## src/tas_pkg.sv

```systemverilog
// Package for the time-slot access, loop and switch block.
// Assumes one 200 MHz system clock; the frame bus arrives asynchronously.
// Functional notes
// - Swap set: each register takes input slot and line from its partner's config.
// - Looping captures the slot on the line opposite its output (upstream when line select is 1) and drives it back one frame later.
// - Shift with target at least source plus two completes within the same frame.
// - Target right after or before source goes out in the following frame.
// - Loop and shift run every frame alone; host works between transfer and overflow.
// - Arbitration monitor enable makes the even register capture arbitration slot 11.
// - Arbitration monitor still lets odd register watch slot 3 on either line.
// - Four transfer and four overflow events, one of each per register, in status.
// - Transfer event two bit clocks after slot, or one when line select is 1.
// - One bit clock counts as two periods of the double-rate clock.
// - Overflow follows its own unmasked transfer event when left unacknowledged.
// - If own transfer event is masked, overflow follows any other unacknowledged one.
// - With every transfer event masked, no transfer or overflow event occurs.
// - Transfer event needs the register input enabled; output alone never causes it.
// - Overflow event needs the register output enabled; input alone never causes it.
// - No overflow when every stimulating transfer event was acknowledged in time.
// - Config selects slot 0 to 31 and places the output upstream or downstream.
// - Input disabled: register keeps its value and keeps driving it.

package tas_pkg;

   // Register byte addresses on the bus.
   localparam logic [7:0] ADR_DATA0 = 8'h00;
   localparam logic [7:0] ADR_CFG0 = 8'h10;
   localparam logic [7:0] ADR_CTRL0 = 8'h20;
   localparam logic [7:0] ADR_CTRL1 = 8'h24;
   localparam logic [7:0] ADR_MASK = 8'h28;
   localparam logic [7:0] ADR_ACK = 8'h2c;
   localparam logic [7:0] ADR_STAT = 8'h30;

   // Values after reset.
   localparam logic [7:0] RST_DATA = 8'hff;
   localparam logic [7:0] RST_CFG = 8'h00;
   localparam logic [7:0] RST_CTRL = 8'h00;
   localparam logic [7:0] RST_MASK = 8'hff;

   // Field positions.
   localparam int CFG_LS_BIT = 7;
   localparam int CTRL_IN_EN = 0;
   localparam int CTRL_OUT_EN = 2;
   localparam int CTRL_SWAP = 4;
   localparam int CTRL_ARB = 5;

   // Frame timing.
   localparam logic [4:0] ARB_SLOT = 5'h0b;
   localparam logic [7:0] SLOT_BITS = 8'h08;
   localparam logic [7:0] STI_DLY_LS0 = 8'h02;
   localparam logic [7:0] STI_DLY_LS1 = 8'h01;
   localparam int BIT_DCL = 2;

   typedef struct packed {
      logic bit_start;
      logic sample;
      logic [7:0] bit_idx;
      logic du;
      logic dd;
   } tas_tick_t;

   typedef enum logic [1:0] {
      TAS_HUNT = 2'b00,
      TAS_RUN = 2'b01
   } tas_sync_st_t;

   function automatic logic [7:0] tas_slot_bit(input logic [4:0] slot);
      return {slot, 3'b000};
   endfunction

   function automatic logic [7:0] tas_dly(input logic ls);
      return ls ? STI_DLY_LS1 : STI_DLY_LS0;
   endfunction

endpackage

```

## src/tas_link_timer.sv

```systemverilog
// Frame timer: synchronises the frame bus pins and derives bit ticks.
// Assumes the double-rate clock is far slower than the system clock.
`timescale 1ns/1ps
`default_nettype none

module tas_link_timer
   import tas_pkg::*;
(
   // System
   input wire logic clk_i,
   input wire logic rst_i,
   // Frame bus pins
   input wire logic fsc_i,
   input wire logic dcl_i,
   input wire logic du_i,
   input wire logic dd_i,
   // Ticks
   output tas_tick_t tick_o
);

   ////////////////////////////////////////////////////////////////////////
   logic [1:0] fsc_s_ff;
   logic [1:0] dcl_s_ff;
   logic [1:0] du_s_ff;
   logic [1:0] dd_s_ff;
   logic fsc_d_ff;
   logic dcl_d_ff;
   logic fsc_pend_ff;
   logic [8:0] half_ff;
   tas_sync_st_t st_ff;
   tas_tick_t tick_ff;
   logic dcl_rise;
   logic dcl_fall;
   logic [8:0] nxt_half;

   always_ff @(posedge clk_i)
   begin
      fsc_s_ff <= {fsc_s_ff[0], fsc_i};
      dcl_s_ff <= {dcl_s_ff[0], dcl_i};
      du_s_ff <= {du_s_ff[0], du_i};
      dd_s_ff <= {dd_s_ff[0], dd_i};
      fsc_d_ff <= fsc_s_ff[1];
      dcl_d_ff <= dcl_s_ff[1];
   end

   assign dcl_rise = dcl_s_ff[1] & ~dcl_d_ff;
   assign dcl_fall = ~dcl_s_ff[1] & dcl_d_ff;
   assign nxt_half = fsc_pend_ff ? 9'h000 : half_ff + 9'h001;

   ////////////////////////////////////////////////////////////////////////
   // A frame pulse re-aligns the count at the next double-rate rising edge.
   always_ff @(posedge clk_i)
   begin
      if (rst_i)
      begin
         fsc_pend_ff <= 1'b0;
         half_ff <= 9'h000;
         st_ff <= TAS_HUNT;
      end
      else
      begin
         if (fsc_s_ff[1] & ~fsc_d_ff)
            fsc_pend_ff <= 1'b1;
         else if (dcl_rise)
            fsc_pend_ff <= 1'b0;
         if (dcl_rise)
         begin
            half_ff <= nxt_half;
            case (st_ff)
               TAS_HUNT:
                  if (fsc_pend_ff)
                     st_ff <= TAS_RUN;
               default:
                  st_ff <= TAS_RUN;
            endcase
         end
      end
   end

   // Two double-rate periods make one bit: drive on the first rising
   // edge, sample on the falling edge of the second period.
   always_ff @(posedge clk_i)
   begin
      if (rst_i)
         tick_ff <= '0;
      else
      begin
         tick_ff.bit_start <= dcl_rise & ~nxt_half[0] & (st_ff == TAS_RUN | fsc_pend_ff);
         tick_ff.sample <= dcl_fall & half_ff[0] & (st_ff == TAS_RUN);
         if (dcl_rise)
            tick_ff.bit_idx <= nxt_half[8:1];
         if (dcl_fall & half_ff[0])
         begin
            tick_ff.du <= du_s_ff[1];
            tick_ff.dd <= dd_s_ff[1];
         end
      end
   end

   assign tick_o = tick_ff;

endmodule

`default_nettype wire

```

## src/tas_irq_unit.sv

```systemverilog
// Transfer and overflow event logic for the four slot access registers.
// Assumes one-cycle event pulses from logic on the same clock.
`timescale 1ns/1ps
`default_nettype none

module tas_irq_unit (
   // System
   input wire logic clk_i,
   input wire logic rst_i,
   // Events
   input wire logic [3:0] sti_evt_i,
   input wire logic [3:0] dead_evt_i,
   // Software
   input wire logic [3:0] ack_i,
   input wire logic [7:0] clr_i,
   input wire logic [7:0] mask_i,
   input wire logic [3:0] in_en_i,
   input wire logic [3:0] out_en_i,
   // State
   output logic [7:0] status_o,
   output logic [3:0] pend_o
);

   ////////////////////////////////////////////////////////////////////////
   logic [7:0] status_ff;
   logic [3:0] pend_ff;
   logic [3:0] sti_unm;
   logic [3:0] overflow_irq_unm;
   logic [3:0] sti_set;
   logic [3:0] miss;
   logic [3:0] overflow_irq_set;

   assign sti_unm = ~mask_i[3:0];
   assign overflow_irq_unm = ~mask_i[7:4];
   assign sti_set = sti_evt_i & in_en_i & sti_unm;
   // A transfer event masked after it was raised can no longer cause an overflow.
   assign miss = dead_evt_i & pend_ff & sti_unm;

   always_comb
   begin
      for (int j = 0; j < 4; j++)
      begin
         if (sti_unm[j])
            overflow_irq_set[j] = miss[j];
         else
            overflow_irq_set[j] = |(miss & ~(4'h1 << j));
         overflow_irq_set[j] = overflow_irq_set[j] & overflow_irq_unm[j] & out_en_i[j];
      end
   end

   // An acknowledge that meets a new transfer event loses to it.
   always_ff @(posedge clk_i)
   begin
      if (rst_i)
         pend_ff <= 4'h0;
      else
         pend_ff <= (pend_ff & ~ack_i & ~dead_evt_i) | sti_set;
   end

   always_ff @(posedge clk_i)
   begin
      if (rst_i)
         status_ff <= 8'h00;
      else
         status_ff <= (status_ff & ~clr_i) | {overflow_irq_set, sti_set};
   end

   assign status_o = status_ff;
   assign pend_o = pend_ff;

endmodule

`default_nettype wire

```

## src/tas_top.sv

```systemverilog
// Slot access unit: four byte registers that loop, shift, switch or
// monitor time slots of the serial frame bus, reached over Wishbone.
// Assumes a classic Wishbone master and a 32-slot frame of 8-bit slots.
//
// The Wishbone interface to the registers and the register offsets were left to the implementer.
`timescale 1ns/1ps
`default_nettype none

module tas_top
   import tas_pkg::*;
#(
   parameter int ADR_W = 8
)
(
   // System
   input wire logic clk_i,
   input wire logic rst_i,
   // Wishbone slave
   input wire logic wb_cyc_i,
   input wire logic wb_stb_i,
   input wire logic wb_we_i,
   input wire logic [ADR_W-1:0] wb_adr_i,
   input wire logic [3:0] wb_sel_i,
   input wire logic [31:0] wb_dat_i,
   output logic [31:0] wb_dat_o,
   output logic wb_ack_o,
   // Frame bus
   input wire logic fsc_i,
   input wire logic dcl_i,
   input wire logic du_i,
   input wire logic dd_i,
   output logic du_o,
   output logic du_oe_o,
   output logic dd_o,
   output logic dd_oe_o
);

   if (ADR_W < 6)
      $error("ADR_W must be at least 6");

   ////////////////////////////////////////////////////////////////////////
   tas_tick_t tick;
   logic [7:0] data_ff [4];
   logic [7:0] cfg_ff [4];
   logic [7:0] obyte_ff [4];
   logic [7:0] ctrl_ff [2];
   logic [7:0] mask_ff;
   logic [7:0] du_sh_ff;
   logic [7:0] dd_sh_ff;
   logic [7:0] rx_du_ff;
   logic [7:0] rx_dd_ff;
   logic [4:0] rx_slot_ff;
   logic rx_pend_ff;
   logic ack_ff;
   logic [31:0] rdat_ff;
   logic du_o_ff;
   logic du_oe_ff;
   logic dd_o_ff;
   logic dd_oe_ff;
   logic [7:0] status;
   logic [3:0] pend;
   logic [7:0] adr;
   logic wr_go;
   logic [3:0] ack_wr;
   logic [7:0] stat_clr;
   logic [4:0] in_slot [4];
   logic in_from_du [4];
   logic [3:0] in_en;
   logic [3:0] out_en;
   logic [3:0] hit_out;
   logic [7:0] cur [4];
   logic [3:0] sti_evt;
   logic [3:0] dead_evt;
   logic [2:0] bit_pos;
   logic [4:0] slot;

   assign adr = 8'(wb_adr_i);
   assign bit_pos = tick.bit_idx[2:0];
   assign slot = tick.bit_idx[7:3];

   tas_link_timer u_timer (
      .clk_i(clk_i),
      .rst_i(rst_i),
      .fsc_i(fsc_i),
      .dcl_i(dcl_i),
      .du_i(du_i),
      .dd_i(dd_i),
      .tick_o(tick)
   );

   ////////////////////////////////////////////////////////////////////////
   // Input and output routing per register.
   always_comb
   begin
      for (int i = 0; i < 4; i++)
      begin
         logic [7:0] src;
         src = cfg_ff[i];
         if (ctrl_ff[i/2][CTRL_SWAP])
            src = cfg_ff[i^1];
         in_slot[i] = src[4:0];
         // Line select 1 puts the output downstream, so input comes upstream.
         in_from_du[i] = src[CFG_LS_BIT];
         if (ctrl_ff[i/2][CTRL_ARB] && (i % 2 == 0))
         begin
            in_slot[i] = ARB_SLOT;
            in_from_du[i] = ~cfg_ff[i][CFG_LS_BIT];
         end
         in_en[i] = ctrl_ff[i/2][CTRL_IN_EN + i%2];
         out_en[i] = ctrl_ff[i/2][CTRL_OUT_EN + i%2];
         hit_out[i] = out_en[i] && (cfg_ff[i][4:0] == slot);
         cur[i] = (bit_pos == 3'h0) ? data_ff[i] : obyte_ff[i];
         sti_evt[i] = tick.bit_start && (tick.bit_idx == tas_slot_bit(cfg_ff[i][4:0])
            + SLOT_BITS + tas_dly(cfg_ff[i][CFG_LS_BIT]));
         dead_evt[i] = tick.bit_start && (tick.bit_idx == tas_slot_bit(cfg_ff[i][4:0])
            - tas_dly(cfg_ff[i][CFG_LS_BIT]));
      end
   end

   ////////////////////////////////////////////////////////////////////////
   // Receive shift registers; a slot's bytes are complete at its last sample.
   always_ff @(posedge clk_i)
   begin
      if (rst_i)
      begin
         du_sh_ff <= 8'hff;
         dd_sh_ff <= 8'hff;
         rx_du_ff <= 8'hff;
         rx_dd_ff <= 8'hff;
         rx_slot_ff <= 5'h00;
         rx_pend_ff <= 1'b0;
      end
      else
      begin
         if (tick.sample)
         begin
            du_sh_ff <= {du_sh_ff[6:0], tick.du};
            dd_sh_ff <= {dd_sh_ff[6:0], tick.dd};
         end
         if (tick.sample && bit_pos == 3'h7)
         begin
            rx_du_ff <= {du_sh_ff[6:0], tick.du};
            rx_dd_ff <= {dd_sh_ff[6:0], tick.dd};
            rx_slot_ff <= slot;
            rx_pend_ff <= 1'b1;
         end
         else if (tick.bit_start)
            rx_pend_ff <= 1'b0;
      end
   end

   // A captured byte is committed at the first bit of the next slot, the
   // same edge at which output bytes are latched. A target slot right
   // after the source therefore still sends last frame's byte.
   always_ff @(posedge clk_i)
   begin
      if (rst_i)
      begin
         for (int i = 0; i < 4; i++)
            data_ff[i] <= RST_DATA;
      end
      else
      begin
         for (int i = 0; i < 4; i++)
         begin
            if (tick.bit_start && rx_pend_ff && in_en[i] && in_slot[i] == rx_slot_ff)
               data_ff[i] <= in_from_du[i] ? rx_du_ff : rx_dd_ff;
            if (wr_go && wb_sel_i[0] && adr == ADR_DATA0 + 8'(4 * i))
               data_ff[i] <= wb_dat_i[7:0];
         end
      end
   end

   ////////////////////////////////////////////////////////////////////////
   // Transmit: each bit start in an output slot shifts out the byte MSB
   // first. Overlapping drivers on a line combine as wired-and.
   always_ff @(posedge clk_i)
   begin
      if (rst_i)
      begin
         for (int i = 0; i < 4; i++)
            obyte_ff[i] <= RST_DATA;
         du_o_ff <= 1'b1;
         du_oe_ff <= 1'b0;
         dd_o_ff <= 1'b1;
         dd_oe_ff <= 1'b0;
      end
      else if (tick.bit_start)
      begin
         logic nu;
         logic nd;
         logic eu;
         logic ed;
         nu = 1'b1;
         nd = 1'b1;
         eu = 1'b0;
         ed = 1'b0;
         for (int i = 0; i < 4; i++)
         begin
            if (hit_out[i])
            begin
               obyte_ff[i] <= {cur[i][6:0], 1'b1};
               if (cfg_ff[i][CFG_LS_BIT])
               begin
                  nd = nd & cur[i][7];
                  ed = 1'b1;
               end
               else
               begin
                  nu = nu & cur[i][7];
                  eu = 1'b1;
               end
            end
         end
         du_o_ff <= nu;
         du_oe_ff <= eu;
         dd_o_ff <= nd;
         dd_oe_ff <= ed;
      end
   end

   ////////////////////////////////////////////////////////////////////////
   // Wishbone: ack one cycle after the request; writes land on the ack edge.
   assign wr_go = wb_cyc_i & wb_stb_i & wb_we_i & ack_ff;

   always_ff @(posedge clk_i)
   begin
      if (rst_i)
         ack_ff <= 1'b0;
      else
         ack_ff <= wb_cyc_i & wb_stb_i & ~ack_ff;
   end

   always_comb
   begin
      ack_wr = 4'h0;
      stat_clr = 8'h00;
      if (wr_go && wb_sel_i[0] && adr == ADR_ACK)
         ack_wr = wb_dat_i[3:0];
      if (wr_go && wb_sel_i[0] && adr == ADR_STAT)
         stat_clr = wb_dat_i[7:0];
   end

   always_ff @(posedge clk_i)
   begin
      if (rst_i)
      begin
         for (int i = 0; i < 4; i++)
            cfg_ff[i] <= RST_CFG;
         ctrl_ff[0] <= RST_CTRL;
         ctrl_ff[1] <= RST_CTRL;
         mask_ff <= RST_MASK;
      end
      else if (wr_go && wb_sel_i[0])
      begin
         if (adr == ADR_CTRL0)
            ctrl_ff[0] <= {2'b00, wb_dat_i[5:0]};
         else if (adr == ADR_CTRL1)
            ctrl_ff[1] <= {2'b00, wb_dat_i[5:0]};
         else if (adr == ADR_MASK)
            mask_ff <= wb_dat_i[7:0];
         else
         begin
            for (int i = 0; i < 4; i++)
               if (adr == ADR_CFG0 + 8'(4 * i))
                  cfg_ff[i] <= {wb_dat_i[7], 2'b00, wb_dat_i[4:0]};
         end
      end
   end

   always_ff @(posedge clk_i)
   begin
      if (rst_i)
         rdat_ff <= 32'h0000_0000;
      else if (wb_cyc_i && wb_stb_i && !ack_ff)
      begin
         rdat_ff <= 32'h0000_0000;
         if (adr == ADR_CTRL0)
            rdat_ff[7:0] <= ctrl_ff[0];
         else if (adr == ADR_CTRL1)
            rdat_ff[7:0] <= ctrl_ff[1];
         else if (adr == ADR_MASK)
            rdat_ff[7:0] <= mask_ff;
         else if (adr == ADR_ACK)
            rdat_ff[3:0] <= pend;
         else if (adr == ADR_STAT)
            rdat_ff[7:0] <= status;
         else
         begin
            for (int i = 0; i < 4; i++)
            begin
               if (adr == ADR_DATA0 + 8'(4 * i))
                  rdat_ff[7:0] <= data_ff[i];
               if (adr == ADR_CFG0 + 8'(4 * i))
                  rdat_ff[7:0] <= cfg_ff[i];
            end
         end
      end
   end

   ////////////////////////////////////////////////////////////////////////
   tas_irq_unit u_irq (
      .clk_i(clk_i),
      .rst_i(rst_i),
      .sti_evt_i(sti_evt),
      .dead_evt_i(dead_evt),
      .ack_i(ack_wr),
      .clr_i(stat_clr),
      .mask_i(mask_ff),
      .in_en_i(in_en),
      .out_en_i(out_en),
      .status_o(status),
      .pend_o(pend)
   );

   assign wb_ack_o = ack_ff;
   assign wb_dat_o = rdat_ff;
   assign du_o = du_o_ff;
   assign du_oe_o = du_oe_ff;
   assign dd_o = dd_o_ff;
   assign dd_oe_o = dd_oe_ff;

endmodule

`default_nettype wire

```

## config.mk

```make
export PLATFORM = sky130hd
export DESIGN_NAME = tas_top
export DESIGN_NICKNAME = d
export VERILOG_FILES = /design/src/tas_pkg.sv /design/src/tas_link_timer.sv /design/src/tas_irq_unit.sv /design/src/tas_top.sv
export SDC_FILE = /design/constraint.sdc
export NUM_CORES = 1
export LEC_CHECK = 0
export BUFFER_PORTS_ARGS = -buffer_cell sky130_fd_sc_hd__buf_2
export CAP_MARGIN = 10
export CORE_MARGIN = 3
export CORE_UTILIZATION = 25
export DETAILED_ROUTE_END_ITERATION = 10
export GPL_ROUTABILITY_DRIVEN = 1
export PLACE_DENSITY = 0.38
export SYNTH_ARGS = -nofsm -noshare
export SYNTH_HDL_FRONTEND = slang
export SYNTH_SLANG_ARGS = --single-unit
```

## constraint.sdc

```tcl
create_clock -name clk_i -period 3.3 [get_ports clk_i]
set_input_delay 0.66 -clock clk_i [delete_from_list [all_inputs] [get_ports clk_i]]
set_output_delay 0.66 -clock clk_i [all_outputs]
set_load 0.02 [all_outputs]
```

==> impl_metrics.csv, run 1 <==
group,metric,value,unit
placed_design,pre_cts_ws,0.234,ns
clock_tree,cts_resized,0,
power_and_ir_drop,power.density,420,nW/um^2
floorplan,die-width,213,um
clock_tree,cts_tree,"done",
critical_path,cp_cell_sequence,"inv_1 -> ha_1 -> xnor2_1 -> or4_1 -> nor4_2 -> a32oi_1 -> and3_4 -> o41ai_2",
timing,setup_viol,0,
synthesis,async_flop_share,0,%
floorplan,die_y,213,um
placed_design,place_area,11500,um^2
timing,min_period,2.93,ns
route,first_iter_violations,628,
route,drc,0,
synthesis,yosys.area.top_type_share,27.0,%
critical_path,crit_path_max_fanout,8,
grt,grt_start_max_net_pins,32,
layout,areaGrowthSynthToFinish,12.7,%
layout,final_nets,1256,
critical_path,crit_slowest_cell,"edfxtp_1",
critical_path,worstSetupStartpointType,"flip-flop",
clock_tree,path_clk_slew,0.08,ns
clock_tree,insertion_delay,0.46,ns
timing,period_share,88.9,%
layout,fill_cells,4482,
synthesis,synth_edf_count,96,
route,antenna_left,0,
clock_tree,cts_buffer_depth,2,
min_path,holdCritPathClass,"in2reg",
synthesis,yosysSeqAreaShare,44.6,%
layout,seq_area,4760,um^2
route,vias_per_cell,4.86,
critical_path,r2r-end,"u_irq.status_o[4]$_SDFF_PP0_",
critical_path,crit_path_max_incr_delay,0.59,ns
synthesis,synth_cells,1168,
clock_tree,numCtsBuffers,17,
synthesis,yosysWarnings,0,
critical_path,worstPathArrival,3.30,ns
synthesis,syn_area,10700,um^2
route,wirelength,37.1,mm
timing,rsz0062_at_grt,"no",
min_path,hold-path-endpoint,"u_timer.dcl_s_ff[0]$_DFF_P_",
timing,setup_slack,0.368,ns
timing,worst_slew_pin_slew,1.11,ns
critical_path,crit_start,"cfg_ff[3][1]$_SDFFCE_PN0P_",
critical_path,reg2reg_from,"cfg_ff[3][1]$_SDFFCE_PN0P_",
critical_path,cp.required,3.67,ns
synthesis,yosys_register_bits,190,
layout,drive_gt1_share,12.0,%
placed_design,port-buffer-count,38,
floorplan,io-pin-count,90,
synthesis,yosysUniqueCellTypes,71,
placed_design,gp_congestion,0.861,
timing,fmax,0.341,GHz
timing,fin_worst_skew,0.0137,ns
floorplan,core_region_area,42100,um^2
critical_path,end_kind,"flip-flop",
placed_design,dp_hpwl,27.6,mm
synthesis,syn_avg_cell_area,9.16,um^2
synthesis,synth_common_cells,"nand2_1 (202), nor2_1 (98), edfxtp_1 (96)",
run_status,outcome,"completed",
critical_path,critPathKind,"reg2reg",
layout,multiInputGateArea,5390,um^2
grt,grt_usage,16.7,%
timing,slew_headroom,26.3,%
synthesis,synth.largest_area_cell,"edfxtp_1",
floorplan,rows,75,
route,wire_per_inst,21.3,um
min_path,whs_path_depth,1,
grt,grt_pass1_wl,55.1,mm
clock_tree,post_cts_buffers,0,
floorplan,die_area,45300,um^2
power_and_ir_drop,cellLeakagePower,4.35,nW
power_and_ir_drop,peakVddDrop,0.319,mV
synthesis,synth_most_common_cell,"nand2_1",
clock_tree,clockRootBuffer,"clkbuf_16",
min_path,holdCritStartpoint,"dcl_i",
timing,slew_violations,0,
grt,antenna_found_initial,1,
grt,grt_overflow,0,
clock_tree,holdBufCountCts,0,
critical_path,r2r_setup_slack,0.37,ns
layout,antenna_cells,0,
route,drtPass1Iterations,5,
synthesis,synthFlopType,"edfxtp_1",
timing,finalSetupTns,0,ns
grt,grt_pass1_vias,8164,
floorplan,start_util,25.4,%
synthesis,netlist_top_cells_area,"edfxtp_1 (27%), dfxtp_1 (18%), nand2_1 (7.1%)",
route,via_count,8462,
clock_tree,htreeDepth,4,
run,cap_viol_max_count,0,
critical_path,r2r.worst_path.cells,8,
layout,postLayoutCellArea,12000,um^2
clock_tree,cts.sinks,190,
timing,hold_viol_final,0,
## registers in the layout, summed over array words and instances (netlist names), 4 cells and up
name            cells
rx_du_ff            8
rx_slot_ff          5
cfg_ff             24
data_ff            32
mask_ff             8
u_timer.tick_o     12
ctrl_ff            12
rx_dd_ff            8
du_sh_ff            7
u_irq.status_o      8
dd_sh_ff            7
wb_dat_o            8
obyte_ff           28
u_irq.pend_o        4
## logic make-up after synthesis
group | Yosys count | share of synthesized area [%]
other cells | 1 | 0.0351
compound gates | 156 | 9.45
xor+xnor | 78 | 6.39
simple gates | 527 | 23.8
mux | 77 | 8.31
flops | 190 | 44.6
fa+ha+maj | 13 | 1.52
buf+inv | 126 | 5.91
## cells in the final DEF (no fill, tap or decap), types with 22 or more instances in the layout
master,instances
nand2_1,202
conb_1,24
a21oi_1,51
xor2_1,35
a31oi_1,22
dfxtp_1,94
edfxtp_1,96
xnor2_1,43
mux2i_1,67
and2_1,36
buf_4,51
buf_2,38
nand3_1,75
nor2_1,98
## report_power, final
group | total [W] | switching, W | internal, W
clock | 0.00209 | 0.00103 | 0.00106
combinational | 0.000414 | 0.000279 | 0.000134
sequential | 0.00255 | 0.0000503 | 0.00250
total | 0.00506 | 0.00136 | 0.00370
## routing by layer
layer | global-route usage (%) | up-vias | wire (um)
li1 | - | 4117 | -
met1 | 23.3 | 4089 | 17800
met2 | 26.3 | 216 | 16800
met3 | 2.98 | 40 | 1610
met4 | 5.21 | 0 | 830
met5 | 0 | - | 0
## worst max path at each step
stage,depth (start not counted),slack (ns),endpoint
5_1_grt,6,0.32,data_ff[3][3]$_DFFE_PP_
4_1_cts,8,0.49,u_irq.status_o[4]$_SDFF_PP0_
3_3_place_gp,7,0.28,data_ff[2][6]$_SDFFCE_PN1P_
6_report,8,0.37,u_irq.status_o[4]$_SDFF_PP0_
3_5_place_dp,6,0.23,data_ff[3][6]$_DFFE_PP_
2_1_floorplan,8,0.57,data_ff[1][0]$_SDFFCE_PN1P_
## layout make-up
type / instances / area share [%]
Clock buffer: 19 / 3.85
Clock inverter: 13 / 0.986
Inverter: 17 / 0.530
Multi-Input combinational cell: 875 / 44.7
Sequential cell: 190 / 39.5
Tap cell: 539 / 5.60
Timing Repair Buffer: 89 / 4.76
## critical path: cells and delay by family (launching register included)
family	cells	cell delay, ns
and+or+nand+nor	3	1.18
DFF	1	0.59
AOI/OAI and AO/OA	2	0.50
adders and majority gates	1	0.30
xor gates and xnor gates	1	0.14
buffers and inverters	1	0.12
## per-stage QoR
| stage | instances | total power, W | hold WS, ns | utilization, % |
|---|---|---|---|---|
| 2_1_floorplan | 1191 | 0.00288 | 0.310 | - |
| 3_3_place_gp | 1710 | 0.00302 | 0.310 | 27.2 |
| 3_5_place_dp | 1710 | 0.00302 | 0.313 | 27.2 |
| 4_1_cts | 1742 | 0.00514 | 0.259 | 28.6 |
| 5_1_grt | 1742 | 0.00527 | 0.259 | 28.6 |
| 6_report | 1742 | 0.00506 | 0.292 | 28.6 |
Power figures use the tool's default switching activity.
==> run 2: changes to the inputs <==
- CTS_CLUSTER_DIAMETER: default -> 100
- GPL_TIMING_DRIVEN: default -> 0
==> run 2 against run 1 <==
  * Register-to-register slack worse by 0.18 ns
  * First-iteration DRC count is 19% higher
  * Wire length is 9.5% higher
==> impl_metrics.csv, run 2 (same netlist as run 1, synthesis figures left out) <==
group,metric,value,unit
route,drc,0,
floorplan,die_area,45300,um^2
timing,rsz0062_at_grt,"no",
floorplan,io-pin-count,90,
route,vias_per_cell,4.85,
route,antenna_left,0,
grt,grt_pass1_wl,58.7,mm
grt,grt_pass1_vias,8572,
layout,antenna_cells,0,
layout,finish.utilization,29.0,%
placed_design,port-buffer-count,36,
layout,reg_top3,"data_ff: 32 flops, obyte_ff: 28 flops, cfg_ff: 24 flops",
floorplan,start_util,25.4,%
critical_path,critPathKind,"reg2reg",
layout,seq_area,4760,um^2
timing,setup_slack,0.192,ns
floorplan,die-width,213,um
critical_path,cp_cell_sequence,"buf_2 -> buf_2 -> mux2i_1 -> xor2_1 -> nand4_1 -> nor3_1 -> nor2_1 -> nand2_1",
clock_tree,cts_tree,"done",
layout,regMostFlops,"data_ff",
route,first_iter_violations,750,
critical_path,end_kind,"flip-flop",
run,cap_viol_max_count,0,
timing,period_share,94.2,%
layout,postLayoutCellArea,12200,um^2
placed_design,dp_hpwl,31.1,mm
placed_design,gp_congestion,0.894,
layout,areaGrowthSynthToFinish,14.4,%
critical_path,worstSetupStartpointType,"flip-flop",
power_and_ir_drop,power.density,414,nW/um^2
critical_path,crit_path_max_fanout,10,
clock_tree,htreeDepth,4,
timing,setup_viol,0,
grt,grt_usage,18.2,%
floorplan,rows,75,
critical_path,crit_slowest_cell,"nor3_1",
run_status,outcome,"completed",
clock_tree,insertion_delay,0.49,ns
timing,fmax,0.322,GHz
clock_tree,clockRootBuffer,"clkbuf_16",
clock_tree,numCtsBuffers,17,
clock_tree,post_cts_buffers,0,
clock_tree,path_clk_slew,0.08,ns
timing,min_period,3.11,ns
route,wire_per_inst,22.6,um
critical_path,cp_top_family,"simple AND/OR/NAND/NOR gates",
timing,worst_slew_pin_slew,1.13,ns
route,wirelength,40.6,mm
layout,final_common_cell,"nand2_1",
critical_path,cp.required,3.45,ns
timing,slew_violations,0,
placed_design,pre_cts_ws,-0.233,ns
grt,antenna_found_initial,2,
grt,grt_start_max_net_pins,17,
grt,grt_overflow,0,
floorplan,die_y,213,um
clock_tree,cts.sinks,190,
critical_path,worstPathArrival,3.26,ns
clock_tree,cts_buffer_depth,2,
layout,final_nets,1315,
power_and_ir_drop,peakVddDrop,0.278,mV
min_path,holdCritPathClass,"in2reg",
layout,multiInputGateArea,5390,um^2
route,drtPass1Iterations,5,
critical_path,crit_top_cell,"buf_2",
timing,fin_worst_skew,0.0133,ns
power_and_ir_drop,cellLeakagePower,4.39,nW
timing,hold_viol_final,0,
layout,layout_common_cells,"nand2_1 (202), nor2_1 (98), edfxtp_1 (96)",
placed_design,place_area,11600,um^2
critical_path,crit_path_max_incr_delay,0.81,ns
route,via_count,8731,
floorplan,core_region_area,42100,um^2
layout,fill_cells,4491,
layout,largest_reg_flops,32,
clock_tree,holdBufCountCts,0,
layout,drive_gt1_share,10.7,%
power_and_ir_drop,total_power,0.00506,W
timing,slew_headroom,22.5,%
critical_path,crit_buf_inv,2,
[run 2: cell count changes in the layout (fill, tap and decap cells not counted), sizes merged]
cell,previous run,this run
clkinv,4,3
clkinvlp,1,0
clkbuf,19,83
inv,25,22
[run 2: where the power goes]
group	leakage (nW)	internal [W]	switching, W
clock network	0.282	0.00109	0.000978
registers	1.56	0.00250	0.0000350
logic	2.56	0.000145	0.000314
[run 2: repair_timing]
action                                  in CTS  in global routing
gates resized for setup                      0                  1
endpoints found under the setup margin       0                  2
endpoints found under the hold margin        0                  0
[run 2: routing by layer]
layer	vias up	share of wire (%)	global-route usage [%]
met5	-	0.022	0
met3	57	6.0	3.57
li1	4234	-	-
met2	274	46	29.2
met1	4164	45	24.3
met4	2	2.8	6.97
[run 2: final cells by class]
| cell class | instances | share of cell area (%) |
|---|---|---|
| Multi-Input combinational cell | 875 | 44.1 |
| Sequential cell | 190 | 39.0 |
| Tap cell | 539 | 5.51 |
| Buffer | 109 | 4.64 |
| Clock buffer | 24 | 4.12 |
| Timing Repair Buffer | 39 | 1.62 |
| Clock inverter | 8 | 0.542 |
| Inverter | 17 | 0.522 |
[run 2: final timing paths]
kind | from | slack, ns | endpoint | depth (start not counted)
max | ctrl_ff[0][4]$_DFFE_PP_ | 0.19 | data_ff[1][1]$_SDFFCE_PN1P_ | 8
min | dd_i | 0.27 | u_timer.dd_s_ff[0]$_DFF_P_ | 1
max reg2reg | ctrl_ff[0][4]$_DFFE_PP_ | 0.19 | data_ff[1][1]$_SDFFCE_PN1P_ | 8
min reg2reg | u_timer.dcl_s_ff[0]$_DFF_P_ | 0.33 | u_timer.dcl_s_ff[1]$_DFF_P_ | 0
[run 2: metrics by stage]
stage	hold WS, ns	instances	TNS, ns
after global placement	0.314	1766	-4.77
after global routing	0.238	1801	0
final	0.272	1801	0
after detailed placement	0.312	1767	-1.40
after CTS	0.221	1799	0
after floorplan	0.310	1191	0
==> run 3: changes to the inputs <==
- PLACE_DENSITY: 0.38 -> 0.44
- clock period: 3.3 -> 3.2 ns (I/O delays scaled with it)
==> run 3 against run 2 <==
  * Non-clock buffer count is 1 lower
  * Clock skew down 0.0024 ns
  * Sequential power is 3% higher
  * Combinational power grew 4%
  * Wire length fell by 4.2%
  * Critical path type unchanged
  * Largest power group unchanged
==> impl_metrics.csv, run 3 (same netlist as run 1, synthesis figures left out) <==
group,metric,value,unit
floorplan,rows,75,
min_path,holdCritStartpoint,"dcl_i",
grt,grt_pass1_wl,57.4,mm
power_and_ir_drop,p_seq_share,49.3,%
critical_path,cp.required,3.39,ns
layout,areaGrowthSynthToFinish,14.7,%
clock_tree,cts_tree,"done",
power_and_ir_drop,power.density,432,nW/um^2
clock_tree,path_clk_slew,0.07,ns
floorplan,die_y,213,um
timing,slew_headroom,18.1,%
timing,slew_violations,0,
placed_design,dp.cells,1768,
route,drc,0,
power_and_ir_drop,pwr-share-comb,9.0,%
floorplan,die-width,213,um
route,vias_per_cell,4.95,
timing,rsz0062_at_grt,"no",
route,wire_per_inst,21.6,um
critical_path,crit_top_cell,"clkbuf_1",
clock_tree,numCtsBuffers,17,
route,wirelength,38.9,mm
timing,setup_viol,0,
critical_path,reg2reg_from,"u_timer.tick_o[7]$_SDFFE_PP0P_",
run_status,outcome,"completed",
timing,fin_worst_skew,0.0109,ns
layout,largest_reg_flops,32,
critical_path,cp_cell_sequence,"clkbuf_1 -> xnor2_1 -> nor4bb_1 -> and3_1 -> and2_1 -> clkbuf_1 -> nand3_1",
power_and_ir_drop,p_int,0.00396,W
clock_tree,cts.sinks,190,
critical_path,end_kind,"flip-flop",
clock_tree,clockRootBuffer,"clkbuf_16",
grt,grt_pass1_vias,8489,
power_and_ir_drop,sw_frac_of_total,25.3,%
floorplan,io-pin-count,90,
floorplan,die_area,45300,um^2
critical_path,r2r.worst_path.cells,7,
layout,fill_cells,4423,
critical_path,critPathKind,"reg2reg",
layout,reg_top3,"data_ff: 32 flops, obyte_ff: 28 flops, cfg_ff: 24 flops",
timing,worst_slew_pin_slew,1.22,ns
grt,grt_usage,17.4,%
clock_tree,insertion_delay,0.46,ns
grt,grt_overflow,0,
power_and_ir_drop,cellLeakagePower,4.41,nW
floorplan,core_region_area,42100,um^2
timing,hold_viol_final,0,
layout,antenna_cells,0,
route,drtPass1Iterations,6,
clock_tree,htreeDepth,4,
timing,fmax,0.326,GHz
power_and_ir_drop,peakVddDrop,0.287,mV
route,via_count,8906,
layout,regMostFlops,"data_ff",
clock_tree,cts_buffer_depth,2,
placed_design,port-buffer-count,36,
min_path,holdCritPathClass,"in2reg",
placed_design,dp_hpwl,29.7,mm
critical_path,crit_slowest_cell,"nor4bb_1",
min_path,hold-path-endpoint,"u_timer.dcl_s_ff[0]$_DFF_P_",
critical_path,r2r-end,"obyte_ff[2][2]$_SDFFCE_PN1P_",
placed_design,gp_congestion,0.935,
power_and_ir_drop,p_clk_share,41.6,%
route,antenna_left,0,
layout,drive_gt1_share,10.7,%
critical_path,crit_path_max_incr_delay,0.63,ns
layout,fin_cells,1799,
critical_path,worstPathArrival,3.26,ns
timing,finalSetupTns,0,ns
power_and_ir_drop,p_sw,0.00134,W
floorplan,start_util,25.4,%
grt,grt_start_max_net_pins,17,
grt,antenna_found_initial,3,
critical_path,worstSetupStartpointType,"flip-flop",
critical_path,crit_path_max_fanout,10,
critical_path,r2r_setup_slack,0.13,ns
min_path,whs_path_depth,1,
layout,final_common_cell,"nand2_1",
layout,final_nets,1314,
route,first_iter_violations,901,
layout,layout_common_cells,"nand2_1 (202), nor2_1 (98), edfxtp_1 (96)",
run,cap_viol_max_count,0,
timing,period_share,95.9,%
timing,min_period,3.07,ns
## run 3: final cells by class
type	count	area (um^2)	area share (%)
Buffer	109	568	4.63
Clock buffer	23	523	4.26
Clock inverter	8	75.1	0.612
Inverter	17	63.8	0.520
Multi-Input combinational cell	875	5410	44.1
Sequential cell	190	4760	38.8
Tap cell	539	674	5.50
Timing Repair Buffer	38	193	1.57
## run 3: worst max-delay path by stage
| stage | end | start | slack [ns] | cells after the start |
|---|---|---|---|---|
| floorplan | data_ff[1][0]$_SDFFCE_PN1P_ | wb_adr_i[7] | 0.49 | 8 |
| detailed placement | cfg_ff[3][3]$_SDFFCE_PN0P_ | wb_adr_i[4] | -0.26 | 5 |
| global placement | u_irq.status_o[4]$_SDFF_PP0_ | wb_adr_i[2] | -0.41 | 7 |
| finish | obyte_ff[2][2]$_SDFFCE_PN1P_ | u_timer.tick_o[7]$_SDFFE_PP0P_ | 0.13 | 7 |
| CTS | data_ff[2][5]$_SDFFCE_PN1P_ | u_timer.tick_o[11]$_SDFF_PP0_ | 0.04 | 4 |
| global route | cfg_ff[3][4]$_SDFFCE_PN0P_ | wb_adr_i[4] | 0.02 | 5 |
## run 3: power by group through the flow
| stage | clock, W | combinational [W] | sequential [W] |
|---|---|---|---|
| 5_1_grt | 0.00235 | 0.000514 | 0.00262 |
| 3_5_place_dp | 0 | 0.000471 | 0.00267 |
| 3_3_place_gp | 0 | 0.000469 | 0.00267 |
| 6_report | 0.00221 | 0.000478 | 0.00262 |
| 2_1_floorplan | 0 | 0.000303 | 0.00266 |
| 4_1_cts | 0.00226 | 0.000473 | 0.00262 |
## run 3: metrics by stage
| stage | cell area (um^2) | power (W) | util [%] | hold WS [ns] | setup slack [ns] |
|---|---|---|---|---|---|
| 6_report | 12300 | 0.00530 | 29.1 | 0.280 | 0.130 |
| 5_1_grt | 12300 | 0.00549 | 29.1 | 0.261 | 0.0201 |
| 4_1_cts | 12200 | 0.00535 | 29.1 | 0.258 | 0.0402 |
| 3_5_place_dp | 11600 | 0.00314 | 27.6 | 0.313 | -0.264 |
| 3_3_place_gp | 11600 | 0.00314 | 27.6 | 0.314 | -0.413 |
| 2_1_floorplan | 10800 | 0.00297 | - | 0.310 | 0.489 |
## run 3: layer usage
metal | wire length, um | vias to the layer above | GRT usage, %
li1 | - | 4231 | -
met1 | 18100 | 4289 | 24.3
met2 | 17400 | 326 | 27.1
met3 | 2310 | 56 | 3.11
met4 | 1070 | 4 | 5.94
met5 | 34 | - | 0
## run 3: critical path: cells and delay by family, from the launching register on
family / cells / cell delay (ns)
flops: 1 / 0.31
xor+xnor: 1 / 0.23
buf+inv: 2 / 0.88
simple gates: 4 / 1.37
## run 3: timing repair
action,in CTS,in global routing
setup endpoints to repair,0,24
hold buffers,0,0
buffers inserted,0,0
gates resized for setup,0,3
